===== src/scm_defines.svh =====
`ifndef SCM_DEFINES_SVH
`define SCM_DEFINES_SVH

// ****************************************
// Bus map
// ****************************************
`define SCM_AXI_AW       8
`define SCM_SMC_WIDX     6'h00
`define SCM_RESP_OKAY    2'b00
`define SCM_RESP_SLVERR  2'b10

// ****************************************
// Mode control field positions
// ****************************************
`define SCM_CKS_MSB      7
`define SCM_CKS_LSB      5
`define SCM_FAST_WAKE_ENABLE_BIT    4
`define SCM_LSRDY_BIT    3
`define SCM_HSRDY_BIT    2
`define SCM_IDLE_ENABLE_BIT_BIT    1
`define SCM_HIGH_CLOCK_SELECT_BIT    0

// ****************************************
// Reset values
// ****************************************
`define SCM_CKS_RST      3'h0
`define SCM_FAST_WAKE_ENABLE_RST    1'b0
`define SCM_IDLE_ENABLE_BIT_RST    1'b1
`define SCM_HIGH_CLOCK_SELECT_RST    1'b1

// ****************************************
// Stabilisation counts, in oscillator cycles
// ****************************************
`define SCM_HS_XTAL_STAB 11'h400
`define SCM_HS_RC_STAB   11'h010
`define SCM_LS_XTAL_STAB 11'h400
`define SCM_LS_IRC_STAB  11'h002

`endif


===== src/scm_pkg.sv =====
// ****************************************
// Shared types
// ****************************************
package scm_pkg;

   // High-speed oscillator kind (strap)
   typedef enum logic [1:0] {
      SCM_HS_XTAL,
      SCM_HS_EXT_RC,
      SCM_HS_INT_RC
   } scm_hs_kind_e;

   // Operating mode / wake sequencing states
   typedef enum logic [2:0] {
      SCM_RUN,
      SCM_IDLE_STOP,
      SCM_IDLE_RUN,
      SCM_DEEP_SLEEP,
      SCM_SLEEP_SUB,
      SCM_WAKE,
      SCM_FAST_SYNC,
      SCM_FAST_RUN
   } scm_mode_e;

endpackage : scm_pkg


===== src/scm_ready_timer.sv =====
`timescale 1ns/1ns
// ****************************************
// Oscillator stabilisation timer
// ****************************************
module scm_ready_timer #(
   parameter int CW = 11
) (
   input  wire logic          clk_sys, // System clock
   input  wire logic          rst_n,   // Sync reset, active low
   input  wire logic          run,     // Oscillator enabled
   input  wire logic          tick,    // One oscillator cycle
   input  wire logic [CW-1:0] limit,   // Cycles to stable
   output logic               ready    // Oscillator stable
);

   logic [CW-1:0] count;               // Cycles seen so far

   // Count oscillator cycles; stopping the oscillator clears all
   always_ff @(posedge clk_sys) begin
      if (!rst_n || !run) begin
         count <= '0;
         ready <= 1'b0;
      end else if (tick && !ready) begin
         count <= count + 1'b1;
         if (count + 1'b1 == limit) begin
            ready <= 1'b1;
         end
      end
   end

endmodule : scm_ready_timer


===== src/scm_axil_slave.sv =====
`timescale 1ns/1ns
`include "scm_defines.svh"
// ****************************************
// AXI4-Lite slave, one 8-bit register
// ****************************************
module scm_axil_slave (
   input  wire logic                   clk_sys, // System clock
   input  wire logic                   rst_n,   // Sync reset, low
   input  wire logic [`SCM_AXI_AW-1:0] awaddr,  // Write address
   input  wire logic                   awvalid, // Write addr valid
   output logic                        awready, // Write addr ready
   input  wire logic [31:0]            wdata,   // Write data
   input  wire logic [3:0]             wstrb,   // Byte enables
   input  wire logic                   wvalid,  // Write data valid
   output logic                        wready,  // Write data ready
   output logic [1:0]                  bresp,   // Write response
   output logic                        bvalid,  // Response valid
   input  wire logic                   bready,  // Response ready
   input  wire logic [`SCM_AXI_AW-1:0] araddr,  // Read address
   input  wire logic                   arvalid, // Read addr valid
   output logic                        arready, // Read addr ready
   output logic [31:0]                 rdata,   // Read data
   output logic [1:0]                  rresp,   // Read response
   output logic                        rvalid,  // Read data valid
   input  wire logic                   rready,  // Read data ready
   output logic                        reg_wr,  // Register write
   output logic [7:0]                  reg_wdata, // Write byte
   input  wire logic [7:0]             reg_rdata  // Register value
);

   logic                   aw_got;     // Address held
   logic                   w_got;      // Data held
   logic [`SCM_AXI_AW-1:0] aw_addr;    // Held address
   logic                   w_lane0;    // Byte 0 enabled
   logic                   aw_hit;     // Write decode
   logic                   ar_hit;     // Read decode

   assign aw_hit    = (aw_addr[`SCM_AXI_AW-1:2] == `SCM_SMC_WIDX);
   assign ar_hit    = (araddr[`SCM_AXI_AW-1:2] == `SCM_SMC_WIDX);
   assign reg_wr    = aw_got && w_got && !bvalid && aw_hit && w_lane0;

   // Write channels taken in either order, answer after both
   always_ff @(posedge clk_sys) begin
      if (!rst_n) begin
         awready   <= 1'b0;
         wready    <= 1'b0;
         aw_got    <= 1'b0;
         w_got     <= 1'b0;
         aw_addr   <= '0;
         w_lane0   <= 1'b0;
         reg_wdata <= 8'h00;
         bvalid    <= 1'b0;
         bresp     <= `SCM_RESP_OKAY;
      end else begin
         // Address channel
         if (awvalid && awready) begin
            awready <= 1'b0;
            aw_got  <= 1'b1;
            aw_addr <= awaddr;
         end else if (!aw_got && !bvalid) begin
            awready <= 1'b1;
         end
         // Data channel
         if (wvalid && wready) begin
            wready    <= 1'b0;
            w_got     <= 1'b1;
            w_lane0   <= wstrb[0];
            reg_wdata <= wdata[7:0];
         end else if (!w_got && !bvalid) begin
            wready <= 1'b1;
         end
         // Response
         if (aw_got && w_got && !bvalid) begin
            aw_got <= 1'b0;
            w_got  <= 1'b0;
            bvalid <= 1'b1;
            bresp  <= aw_hit ? `SCM_RESP_OKAY : `SCM_RESP_SLVERR;
         end else if (bvalid && bready) begin
            bvalid <= 1'b0;
         end
      end
   end

   // Read answers on the same edge that takes the address
   always_ff @(posedge clk_sys) begin
      if (!rst_n) begin
         arready <= 1'b0;
         rvalid  <= 1'b0;
         rdata   <= 32'h0000_0000;
         rresp   <= `SCM_RESP_OKAY;
      end else if (arvalid && arready) begin
         arready <= 1'b0;
         rvalid  <= 1'b1;
         rdata   <= ar_hit ? {24'h00_0000, reg_rdata} : 32'h0000_0000;
         rresp   <= ar_hit ? `SCM_RESP_OKAY : `SCM_RESP_SLVERR;
      end else if (rvalid && rready) begin
         rvalid  <= 1'b0;
         arready <= 1'b1;
      end else if (!rvalid) begin
         arready <= 1'b1;
      end
   end

endmodule : scm_axil_slave


===== src/scm_ctrl.sv =====
`timescale 1ns/1ns
`include "scm_defines.svh"
// Summary of operation
// - Ready flag low at power-on, high once stable
// - Software reads high-speed ready as the live flag, clear while stopped
// - Ready low when stopped; HS 1024 or 16 cycles, LS 1024 or 2
// - Halt enters idle if enabled, else sleep
// - Idle keeps or stops clock per keep bit
// - Normal/slow chosen by select bit and divider
// - Low clock selected stops high-speed oscillator
// - Slow switch waits for low-speed ready
// - Fast wake runs on sub clock meanwhile
// - Fast wake only from sub-sleep or idle-stop
// - Crystal fast wake: sub clock until ready
// - RC oscillators ignore fast wake enable
// - Watchdog off deep sleep has no fast wake
// - Divider field decodes low or fH/64..fH/2
// - Sleep is deep unless watchdog or detector on
module scm_ctrl (
   input  wire logic                   clk_sys,   // 10 MHz clock
   input  wire logic                   rst_n,     // Sync reset, low
   input  wire logic [`SCM_AXI_AW-1:0] s_axi_awaddr,  // Write addr
   input  wire logic                   s_axi_awvalid, // Addr valid
   output logic                        s_axi_awready, // Addr ready
   input  wire logic [31:0]            s_axi_wdata,   // Write data
   input  wire logic [3:0]             s_axi_wstrb,   // Byte enables
   input  wire logic                   s_axi_wvalid,  // Data valid
   output logic                        s_axi_wready,  // Data ready
   output logic [1:0]                  s_axi_bresp,   // Write resp
   output logic                        s_axi_bvalid,  // Resp valid
   input  wire logic                   s_axi_bready,  // Resp ready
   input  wire logic [`SCM_AXI_AW-1:0] s_axi_araddr,  // Read addr
   input  wire logic                   s_axi_arvalid, // Addr valid
   output logic                        s_axi_arready, // Addr ready
   output logic [31:0]                 s_axi_rdata,   // Read data
   output logic [1:0]                  s_axi_rresp,   // Read resp
   output logic                        s_axi_rvalid,  // Data valid
   input  wire logic                   s_axi_rready,  // Data ready
   input  wire scm_pkg::scm_hs_kind_e  hs_osc_kind,   // HS osc type
   input  wire logic                   ls_osc_is_xtal, // LS crystal
   input  wire logic                   hs_osc_tick,   // HS cycle
   input  wire logic                   ls_osc_tick,   // Sub cycle
   input  wire logic                   halt_req,      // Halt pulse
   input  wire logic                   wake_req,      // Wake pulse
   input  wire logic                   idle_sysclk_keep, // Keep clk
   input  wire logic                   wdt_enable,    // Watchdog on
   input  wire logic                   lvd_enable,    // Detector on
   output logic                        hs_osc_en,     // HS osc run
   output logic                        ls_osc_en,     // LS osc run
   output logic [3:0]                  sysclk_code,   // Active src
   output logic                        sysclk_on_sub, // Sub clock
   output logic                        cpu_run,       // CPU clocked
   output logic                        sysclk_run,    // Sysclk on
   output scm_pkg::scm_mode_e          mode_state     // Mode
);

   // ****************************************
   // Declarations
   // ****************************************
   logic [2:0]         clock_divider_select; // Divider field
   logic               fast_wake_enable;     // Fast wake bit
   logic               idle_enable_bit;      // Idle on halt
   logic               high_clock_select;    // Full fH select
   logic               hs_ready_flag;        // HS stable
   logic               ls_ready_flag;        // LS stable
   logic               reg_wr;               // Register write
   logic [7:0]         reg_wdata;            // Written byte
   logic [7:0]         reg_rdata;            // Read-back byte
   logic [3:0]         req_src;              // Requested source
   logic               req_hs;               // Request is fH
   logic               act_hs;               // Active is fH
   logic               src_ready;            // Active osc stable
   logic               fast_ok;              // Fast wake allowed
   logic [10:0]        hs_limit;             // HS stable count
   logic [10:0]        ls_limit;             // LS stable count
   scm_pkg::scm_mode_e next_state;           // Next mode
   logic               next_hs_en;           // Next HS enable
   logic               next_ls_en;           // Next LS enable

   // Source is high speed unless low select and 000/001
   function automatic logic is_hs(input logic [3:0] src);
      is_hs = src[3] | src[2] | src[1];
   endfunction : is_hs

   // ****************************************
   // Register bus
   // ****************************************
   scm_axil_slave u_bus (
      .clk_sys   (clk_sys),
      .rst_n     (rst_n),
      .awaddr    (s_axi_awaddr),
      .awvalid   (s_axi_awvalid),
      .awready   (s_axi_awready),
      .wdata     (s_axi_wdata),
      .wstrb     (s_axi_wstrb),
      .wvalid    (s_axi_wvalid),
      .wready    (s_axi_wready),
      .bresp     (s_axi_bresp),
      .bvalid    (s_axi_bvalid),
      .bready    (s_axi_bready),
      .araddr    (s_axi_araddr),
      .arvalid   (s_axi_arvalid),
      .arready   (s_axi_arready),
      .rdata     (s_axi_rdata),
      .rresp     (s_axi_rresp),
      .rvalid    (s_axi_rvalid),
      .rready    (s_axi_rready),
      .reg_wr    (reg_wr),
      .reg_wdata (reg_wdata),
      .reg_rdata (reg_rdata)
   );

   // Writable mode control fields
   always_ff @(posedge clk_sys) begin
      if (!rst_n) begin
         clock_divider_select <= `SCM_CKS_RST;
         fast_wake_enable     <= `SCM_FAST_WAKE_ENABLE_RST;
         idle_enable_bit      <= `SCM_IDLE_ENABLE_BIT_RST;
         high_clock_select    <= `SCM_HIGH_CLOCK_SELECT_RST;
      end else if (reg_wr) begin
         clock_divider_select <= reg_wdata[`SCM_CKS_MSB:`SCM_CKS_LSB];
         fast_wake_enable     <= reg_wdata[`SCM_FAST_WAKE_ENABLE_BIT];
         idle_enable_bit      <= reg_wdata[`SCM_IDLE_ENABLE_BIT_BIT];
         high_clock_select    <= reg_wdata[`SCM_HIGH_CLOCK_SELECT_BIT];
      end
   end

   // Read-back; ready flags are live hardware state
   always_comb begin
      reg_rdata                              = 8'h00;
      reg_rdata[`SCM_CKS_MSB:`SCM_CKS_LSB]   = clock_divider_select;
      reg_rdata[`SCM_FAST_WAKE_ENABLE_BIT]              = fast_wake_enable;
      reg_rdata[`SCM_LSRDY_BIT]              = ls_ready_flag;
      reg_rdata[`SCM_HSRDY_BIT]              = hs_ready_flag;
      reg_rdata[`SCM_IDLE_ENABLE_BIT_BIT]              = idle_enable_bit;
      reg_rdata[`SCM_HIGH_CLOCK_SELECT_BIT]              = high_clock_select;
   end

   // ****************************************
   // Oscillator ready timers
   // ****************************************
   assign hs_limit = (hs_osc_kind == scm_pkg::SCM_HS_XTAL) ?
                     `SCM_HS_XTAL_STAB : `SCM_HS_RC_STAB;
   assign ls_limit = ls_osc_is_xtal ?
                     `SCM_LS_XTAL_STAB : `SCM_LS_IRC_STAB;

   // Flag cleared while stopped, set after the stable count
   scm_ready_timer #(.CW(11)) u_hs_timer (
      .clk_sys (clk_sys),
      .rst_n   (rst_n),
      .run     (hs_osc_en),
      .tick    (hs_osc_tick),
      .limit   (hs_limit),
      .ready   (hs_ready_flag)
   );

   scm_ready_timer #(.CW(11)) u_ls_timer (
      .clk_sys (clk_sys),
      .rst_n   (rst_n),
      .run     (ls_osc_en),
      .tick    (ls_osc_tick),
      .limit   (ls_limit),
      .ready   (ls_ready_flag)
   );

   // ****************************************
   // Clock source selection
   // ****************************************
   assign req_src   = {high_clock_select, clock_divider_select};
   assign req_hs    = is_hs(req_src);
   assign act_hs    = is_hs(sysclk_code);
   assign src_ready = act_hs ? hs_ready_flag : ls_ready_flag;

   // Take the new source only once its oscillator is stable
   always_ff @(posedge clk_sys) begin
      if (!rst_n) begin
         sysclk_code <= {`SCM_HIGH_CLOCK_SELECT_RST, `SCM_CKS_RST};
      end else if (mode_state == scm_pkg::SCM_RUN &&
                   req_src != sysclk_code) begin
         if (req_hs ? hs_ready_flag : ls_ready_flag) begin
            sysclk_code <= req_src;
         end
      end
   end

   // ****************************************
   // Mode sequencing
   // ****************************************
   assign fast_ok = fast_wake_enable && act_hs && ls_osc_en &&
                    hs_osc_kind == scm_pkg::SCM_HS_XTAL;

   // Halt, sleep, idle and wake transitions
   always_comb begin
      next_state = mode_state;
      unique case (mode_state)
         scm_pkg::SCM_RUN: begin
            if (halt_req && idle_enable_bit) begin
               next_state = idle_sysclk_keep ? scm_pkg::SCM_IDLE_RUN :
                            scm_pkg::SCM_IDLE_STOP;
            end else if (halt_req) begin
               next_state = (wdt_enable || lvd_enable) ?
                            scm_pkg::SCM_SLEEP_SUB :
                            scm_pkg::SCM_DEEP_SLEEP;
            end
         end
         scm_pkg::SCM_IDLE_RUN, scm_pkg::SCM_DEEP_SLEEP: begin
            if (wake_req) begin
               next_state = scm_pkg::SCM_WAKE;
            end
         end
         scm_pkg::SCM_IDLE_STOP, scm_pkg::SCM_SLEEP_SUB: begin
            if (wake_req) begin
               next_state = fast_ok ? scm_pkg::SCM_FAST_SYNC :
                            scm_pkg::SCM_WAKE;
            end
         end
         scm_pkg::SCM_WAKE: begin
            if (src_ready) begin
               next_state = scm_pkg::SCM_RUN;
            end
         end
         scm_pkg::SCM_FAST_SYNC: begin
            if (ls_osc_tick) begin
               next_state = scm_pkg::SCM_FAST_RUN;
            end
         end
         scm_pkg::SCM_FAST_RUN: begin
            if (hs_ready_flag) begin
               next_state = scm_pkg::SCM_RUN;
            end
         end
      endcase
   end

   // Oscillator enables per mode
   always_comb begin
      unique case (next_state)
         scm_pkg::SCM_RUN:       next_hs_en = act_hs || req_hs;
         scm_pkg::SCM_IDLE_RUN:  next_hs_en = act_hs;
         scm_pkg::SCM_WAKE, scm_pkg::SCM_FAST_SYNC,
         scm_pkg::SCM_FAST_RUN:  next_hs_en = act_hs;
         scm_pkg::SCM_IDLE_STOP, scm_pkg::SCM_DEEP_SLEEP,
         scm_pkg::SCM_SLEEP_SUB: next_hs_en = 1'b0;
      endcase
      next_ls_en = next_state != scm_pkg::SCM_DEEP_SLEEP &&
                   (wdt_enable || lvd_enable || !act_hs || !req_hs ||
                    next_state == scm_pkg::SCM_IDLE_STOP ||
                    next_state == scm_pkg::SCM_FAST_SYNC ||
                    next_state == scm_pkg::SCM_FAST_RUN);
   end

   // State and registered mode outputs; power-on waits in wake
   always_ff @(posedge clk_sys) begin
      if (!rst_n) begin
         mode_state    <= scm_pkg::SCM_WAKE;
         hs_osc_en     <= 1'b0;
         ls_osc_en     <= 1'b0;
         cpu_run       <= 1'b0;
         sysclk_run    <= 1'b0;
         sysclk_on_sub <= 1'b0;
      end else begin
         mode_state    <= next_state;
         hs_osc_en     <= next_hs_en;
         ls_osc_en     <= next_ls_en;
         cpu_run       <= next_state == scm_pkg::SCM_RUN ||
                          next_state == scm_pkg::SCM_FAST_RUN;
         sysclk_run    <= next_state == scm_pkg::SCM_RUN ||
                          next_state == scm_pkg::SCM_IDLE_RUN ||
                          next_state == scm_pkg::SCM_FAST_RUN;
         sysclk_on_sub <= next_state == scm_pkg::SCM_FAST_RUN;
      end
   end
endmodule : scm_ctrl


===== config.mk =====
export PLATFORM = sky130hd
export DESIGN_NAME = scm_ctrl
export DESIGN_NICKNAME = d
export VERILOG_FILES = /design/src/scm_pkg.sv /design/src/scm_ready_timer.sv /design/src/scm_axil_slave.sv /design/src/scm_ctrl.sv
export VERILOG_INCLUDE_DIRS = /design/src
export SDC_FILE = /design/constraint.sdc
export NUM_CORES = 1
export LEC_CHECK = 0
export BUFFER_PORTS_ARGS = -buffer_cell sky130_fd_sc_hd__buf_4
export CAP_MARGIN = 0
export CELL_PAD_IN_SITES_DETAIL_PLACEMENT = 0
export CELL_PAD_IN_SITES_GLOBAL_PLACEMENT = 2
export CORE_MARGIN = 2
export CORE_UTILIZATION = 31
export DETAILED_ROUTE_END_ITERATION = 7
export GPL_ROUTABILITY_DRIVEN = 0
export GPL_TIMING_DRIVEN = 1
export PLACE_DENSITY_LB_ADDON = 0.1
export SYNTH_ARGS = -nofsm -noshare
export SYNTH_HDL_FRONTEND = slang
export SYNTH_SLANG_ARGS = --single-unit

===== constraint.sdc =====
create_clock -name clk_sys -period 3.4 [get_ports clk_sys]
set_input_delay 0.17 -clock clk_sys [delete_from_list [all_inputs] [get_ports clk_sys]]
set_output_delay 0.17 -clock clk_sys [all_outputs]
set_load 0.005 [all_outputs]

==> Word level (Yosys, flattened, before mapping) <==
Cells that the tools add are included.
{ "totals": {"reg_bits": 102, "elab_cells": 138} }
{ "op_classes": {"n_addsub": 2, "n_mux": 25, "n_bitwise": 5, "n_eq_ne": 19, "reduce_logical": 59} }
{ "op_table": {"columns": ["op", "count"], "rows": [
  ["$eq A3 B3 Y1 const B", 8],
  ["$mux W3", 8],
  ["$add A11 B1 Y11 const B", 2],
  ["$eq A11 B11 Y1", 2],
  ["$mux W11", 2],
  ["$logic_and A1 B1 Y1", 19],
  ["$pmux W3 S6", 1],
  ["$eq A3 B2 Y1 const B", 4],
  ["$logic_not A6 Y1", 2],
  ["$logic_or A1 B1 Y1", 12],
  ["$reduce_or A2 Y1", 6],
  ["$logic_not A1 Y1", 10],
  ["$mux W1", 8],
  ["$mux W2", 4],
  ["$mux W8", 1],
  ["$eq A3 B1 Y1 const B", 2],
  ["$logic_not A3 Y1", 2],
  ["$reduce_and A2 Y1", 3],
  ["$ne A4 B4 Y1", 1],
  ["$or A1 B1 Y1", 4],
  ["$reduce_bool A2 Y1", 2],
  ["$reduce_or A4 Y1", 1],
  ["$ne A3 B2 Y1 const B", 1],
  ["$pmux W1 S3", 1],
  ["4 further kinds", 4]
]} }

==> Longest topological paths before layout <==
{ "logic_depth": {"word_depth": 13, "depth_mapped": 7, "mapped_depth_nobuf": 6} }

==> Modules after synthesis <==
A second synthesis with hierarchy kept.
{ "hier_totals": {"hier_cells": 490, "hier_area_um2": 4098.9} }
{ "by_module_without_submodules": {"columns": ["mod", "cells_per_inst", "seq_area_each_um2", "area_per_inst_um2", "instances"], "rows": [
  ["scm_ready_timer", 104, 240.2, 835.8, 2],
  ["scm_axil_slave", 169, 640.6, 1426.4, 1],
  ["scm_ctrl", 113, 360.3, 1001.0, 1]
]} }

==> Worst setup path before layout <==
OpenSTA, ideal clock, no wires.
{ "synth_path": {"kind": "flip-flop to flip-flop", "start": "register u_hs_timer.count[0]", "end": "register u_hs_timer.ready", "slack_ps": 1659, "stages_incl_launch_ff": 8, "period_less_slack_ps": 1741, "arrival_time_ps": 1654, "setup_time_ps": 87, "cell_sequence": "dfxtp_1 -> ha_1 -> and3_1 -> buf_2 -> a311o_1 -> o31ai_1 -> o2111ai_1 -> o31ai_1"} }
{ "synth_between": {"elab_chain_len": 3} }
{ "synth_lines": {"columns": ["element", "line_no", "source"], "rows": [
  ["start: declaration", "scm_ready_timer.sv:16", "logic [CW-1:0] count;"],
  ["start signal: assignment", "scm_ready_timer.sv:24", "count <= count + 1'b1;"],
  ["$add A11 B1 Y11", "scm_ready_timer.sv:25", "if (count + 1'b1 == limit) begin"],
  ["$eq A11 B11 Y1", "scm_ready_timer.sv:25", null],
  ["$reduce_and A2 Y1 (no source line)", null, null],
  ["end signal: assignment", "scm_ready_timer.sv:22", "ready <= 1'b0;"],
  ["end signal: assignment", "scm_ready_timer.sv:26", "ready <= 1'b1;"],
  ["end: declaration", "scm_ready_timer.sv:13", "output logic ready"]
]} }
No other way between the ends.
A chain may end at the register's enable or synchronous reset.

==> Worst setup path after layout <==
{ "layout_path": {"start": "register mode_state[1]", "end": "register hs_osc_en"} }
{ "layout_between": {"elab_chain_len": 6, "word_cells_on_any_way": 29} }
{ "layout_lines": {"columns": ["element", "line_no", "source"], "rows": [
  ["start: declaration", "scm_ctrl.sv:54", "output scm_pkg::scm_mode_e mode_state"],
  ["start signal: assignment", "scm_ctrl.sv:255", "mode_state <= scm_pkg::SCM_WAKE;"],
  ["start signal: assignment", "scm_ctrl.sv:262", "mode_state <= next_state;"],
  ["$eq A3 B1 Y1, or another cell as far along", "scm_ctrl.sv:195", "unique case (mode_state)"],
  ["$reduce_or A2 Y1 / $mux W3 (equally long branches)", "scm_ctrl.sv:195, scm_ctrl.sv:197", null],
  ["$pmux W3 S6 *", "scm_ctrl.sv:195", null],
  ["$eq A3 B3 Y1, or another cell as far along", "scm_ctrl.sv:237", "unique case (next_state)"],
  ["$reduce_or A4 Y1 (no source line) / $reduce_or A3 Y1 (equally long branches)", null, null],
  ["$pmux W1 S3 *", "scm_ctrl.sv:237", null],
  ["end signal: assignment", "scm_ctrl.sv:263", "hs_osc_en <= next_hs_en;"],
  ["end: declaration", "scm_ctrl.sv:48", "output logic hs_osc_en,"]
]} }
Every way passes the cells marked *; elsewhere a longest branch is shown, timed or not.

==> results.cfg <==
[power_and_ir_drop]
p_int_w = 0.00144
static-leakage-power_nw = 1.76
pwr-share-seq_pct = 46.6
max_vdd_drop_mv = 0.247
power.share.switching_pct = 24.3
total_switching_power_w = 0.000462
share_comb_of_total_power_pct = 6.7
power-per-cell-area_nw_per_um2 = 428
clockPowerShare_pct = 46.7

[global_route]
first_pass_grt_wire_length_um = 15100
via_count_of_the_first_global_routing_pass = 3014
globalRouteOverflowTotal = 0
initial_antenna_violation_count = 0
pin_count_of_the_biggest_net_entering_global_routing = 29
grtUsageTotal_pct = 14.7

[hold_path]
hold_start = s_axi_bready
min-delay-path-class = in -> reg

[cells_and_area]
postLayoutCellArea_um2 = 4430
finalNetCount = 562
drive_above_1_share_pct = 18.8
area_delta_synth_final_pct = 19.6
insertedDiodeCount = 0

[clock_network]
clk_transition_reported_paths_ps = 60
hold_buffers = 0
cts.repair.resized = 0
cts_sinks = 72
cts.repair_timing.setup_buffer_count = 0
clock_insertion_delay_worst_skew_ps = 330
tritoncts = built
cts_root_buf = clkbuf_16
cts.path.max_buffers = 2
tritoncts.num_buffers = 9
htreeDepth = 3

[timing]
peak_freq_ghz = 0.498
timing.final.crit_share_pct = 59.1
holdWs_ps = 98.0
worst-slew-pin-transition_ps = 1090
drv_slew = 0
fin_crit_ps = 2010
hold_viol_final = 0
totalNegativeSetupSlack_ps = 0
setup_violations = 0
timing.slew.headroom_pct = 26.9
worst_clk_skew_ps = 8.00
rsz_0062_raised_after_global_routing = false

[placement]
count_of_buffers_from_port_buffering = 62
detailed_place_hpwl_um = 6530
placed_cell_area_um2 = 4150

[setup_path]
startpoint = mode_state[1]$_SDFF_PN0_
worst_flop_to_flop_path_startpoint = mode_state[1]$_SDFF_PN0_
critical-path-max-stage-delay_ps = 630
cp.required_ps = 3620
setup.worst_path.start_class = register
critical_path.slowest_cell = dfxtp_1
crit_arrival_ps = 2230
critical_path_buf_inv_count = 0
cp-end-kind = register
critical_path.top_delay_family = compound AO/OA/AOI/OAI gates
worst-path-max-fanout = 14
timing.critical_path.cells = o21ba_1 -> a311oi_2 -> a2bb2oi_4 -> a211oi_1 -> nor4_2
timing.setup.critical_path_class = reg -> reg

[synthesis]
yosys_warnings = 0
synth.ff_latch_count = 72
post_synth_instance_area_um2 = 3710
asyncSetResetFlopFracSynth_pct = 0
seq_area_frac_synth_pct = 38.9
post_synth_inst_count = 437
post-synth-top-area-cell = dfxtp_1
syn_area_per_cell_um2 = 8.48
synth_top_area_share_pct = 38.9
top_ff_cell_synth = dfxtp_1
yosysUniqueCellTypes = 59
post_synth_edffs = 0
synth_top_cells_by_area = dfxtp_1, buf_4, nand2_1, xor2_1, nor2_1

[run]
max_cap_violations = 0

[die]
std_cell_rows = 39
design.portCount = 122
start_util_pct = 32.0
core-area_um2 = 11600
die_area_um2 = 12800
die_h_um = 113
floorplan.die.width_um = 113

[drt]
vias = 3106
residual_antenna_violating_net_count_after_detailed_routing = 0
vias_per_cell = 4.87
dr.first_iter.drc_count = 128
wl_per_cell_um = 14.1
drt_first_pass_iters = 5
drc = 0
route.final.wire_length_um = 8970

[run_status]
status = complete, no violations
area by class of cell:
cell class                      instances  area (um2)
Multi-Input combinational cell        338        2030
Sequential cell                        72        1440
Fill cell                            1211        7130
Clock buffer                           10         239
Timing Repair Buffer                   63         473
Tap cell                              143         179
Clock inverter                          6        43.8
Inverter                                6        22.5
routing by layer:
metal | global-route usage [%] | vias up | share of wire (%)
li1 | - | 1592 | -
met1 | 19.9 | 1442 | 50
met2 | 22.8 | 65 | 45
met3 | 4.28 | 7 | 4.1
met4 | 4.15 | 0 | 1.0
met5 | 0 | - | 0
logic make-up after synthesis:
logic type / synth area share (%)
AND/OR/NAND/NOR: 26.0
AO/OA/AOI/OAI: 15.5
flip-flops: 38.9
buffers and inverters: 8.74
XOR/XNOR: 7.33
multiplexers: 2.16
adder cells (fa/ha/maj): 1.28
other: 0.101
path summary, 6_finish.rpt:
check / depth (start not counted) / endpoint / slack, ps
max reg2reg: 5 / hs_osc_en$_SDFF_PN0_ / 1390
min: 3 / u_bus.bvalid$_SDFFE_PN0P_ / 100
min reg2reg: 2 / u_bus.reg_wdata[6]$_SDFFE_PN0P_ / 460
max: 5 / hs_osc_en$_SDFF_PN0_ / 1390
state kept, by name (all words and copies together), names as in the netlist, 3 cells and up:
signal,flops
mode_state,3
u_hs_timer.count,11
u_ls_timer.count,11
u_bus.rdata,8
u_bus.reg_wdata,6
clock_divider_select,3
sysclk_code,4
u_bus.aw_addr,6
Yosys cell counts (all sizes together), types with 3 or more instances:
cell type,instances
nor2b,3
buf,35
xnor2,12
o21ai,11
o21a,4
a31oi,5
o31ai,3
dfxtp,72
and2,3
a21oi,29
ha,3
a21boi,3
and3,7
inv,6
or3,6
nor2,41
nand2,53
nor4,8
nand3,21
xor2,19
mux2i,8
clkbuf,11
nor3,18
nand4,12
a22o,8
nand2b,9
worst register-to-register path, delay by kind of cell (launching register included):
family / cells / cell delay (ps)
flip-flops: 1 / 630
AO/OA/AOI/OAI: 4 / 980
AND/OR/NAND/NOR: 1 / 290
cells in the final DEF, fill, tap and decap left out, types with 5 or more instances in the layout:
cell	instances
mux2i_1	8
or3_1	6
a21oi_1	29
a31oi_1	5
o21ai_0	10
conb_1	26
nor2_1	41
nand4_1	12
xnor2_1	12
xor2_1	19
nand3_1	20
buf_4	63
nor3_1	16
clkbuf_16	9
and3_1	6
nor4_1	5
inv_1	6
nand2_1	53
nand2b_1	9
dfxtp_1	72
a22o_1	8
per-stage QoR:
step / setup WS (ps) / power, W / utilization [%] / std cells
after floorplan: 1660 / 0.000987 / - / 462
after detailed placement: 1400 / 0.00103 / 35.9 / 622
after CTS: 1390 / 0.00193 / 38.3 / 638
after global routing: 1160 / 0.00199 / 38.3 / 638
after global placement: 1420 / 0.00103 / 35.9 / 622
final: 1390 / 0.00190 / 38.3 / 638
power groups by stage:
stage	clock, W	combinational (W)	sequential [W]
after floorplan	0	0.0000945	0.000893
after global placement	0	0.000127	0.000902
after detailed placement	0	0.000129	0.000902
after CTS	0.000922	0.000129	0.000884
after global routing	0.000958	0.000144	0.000887
final	0.000887	0.000127	0.000884
Power figures use the tool's default switching activity.
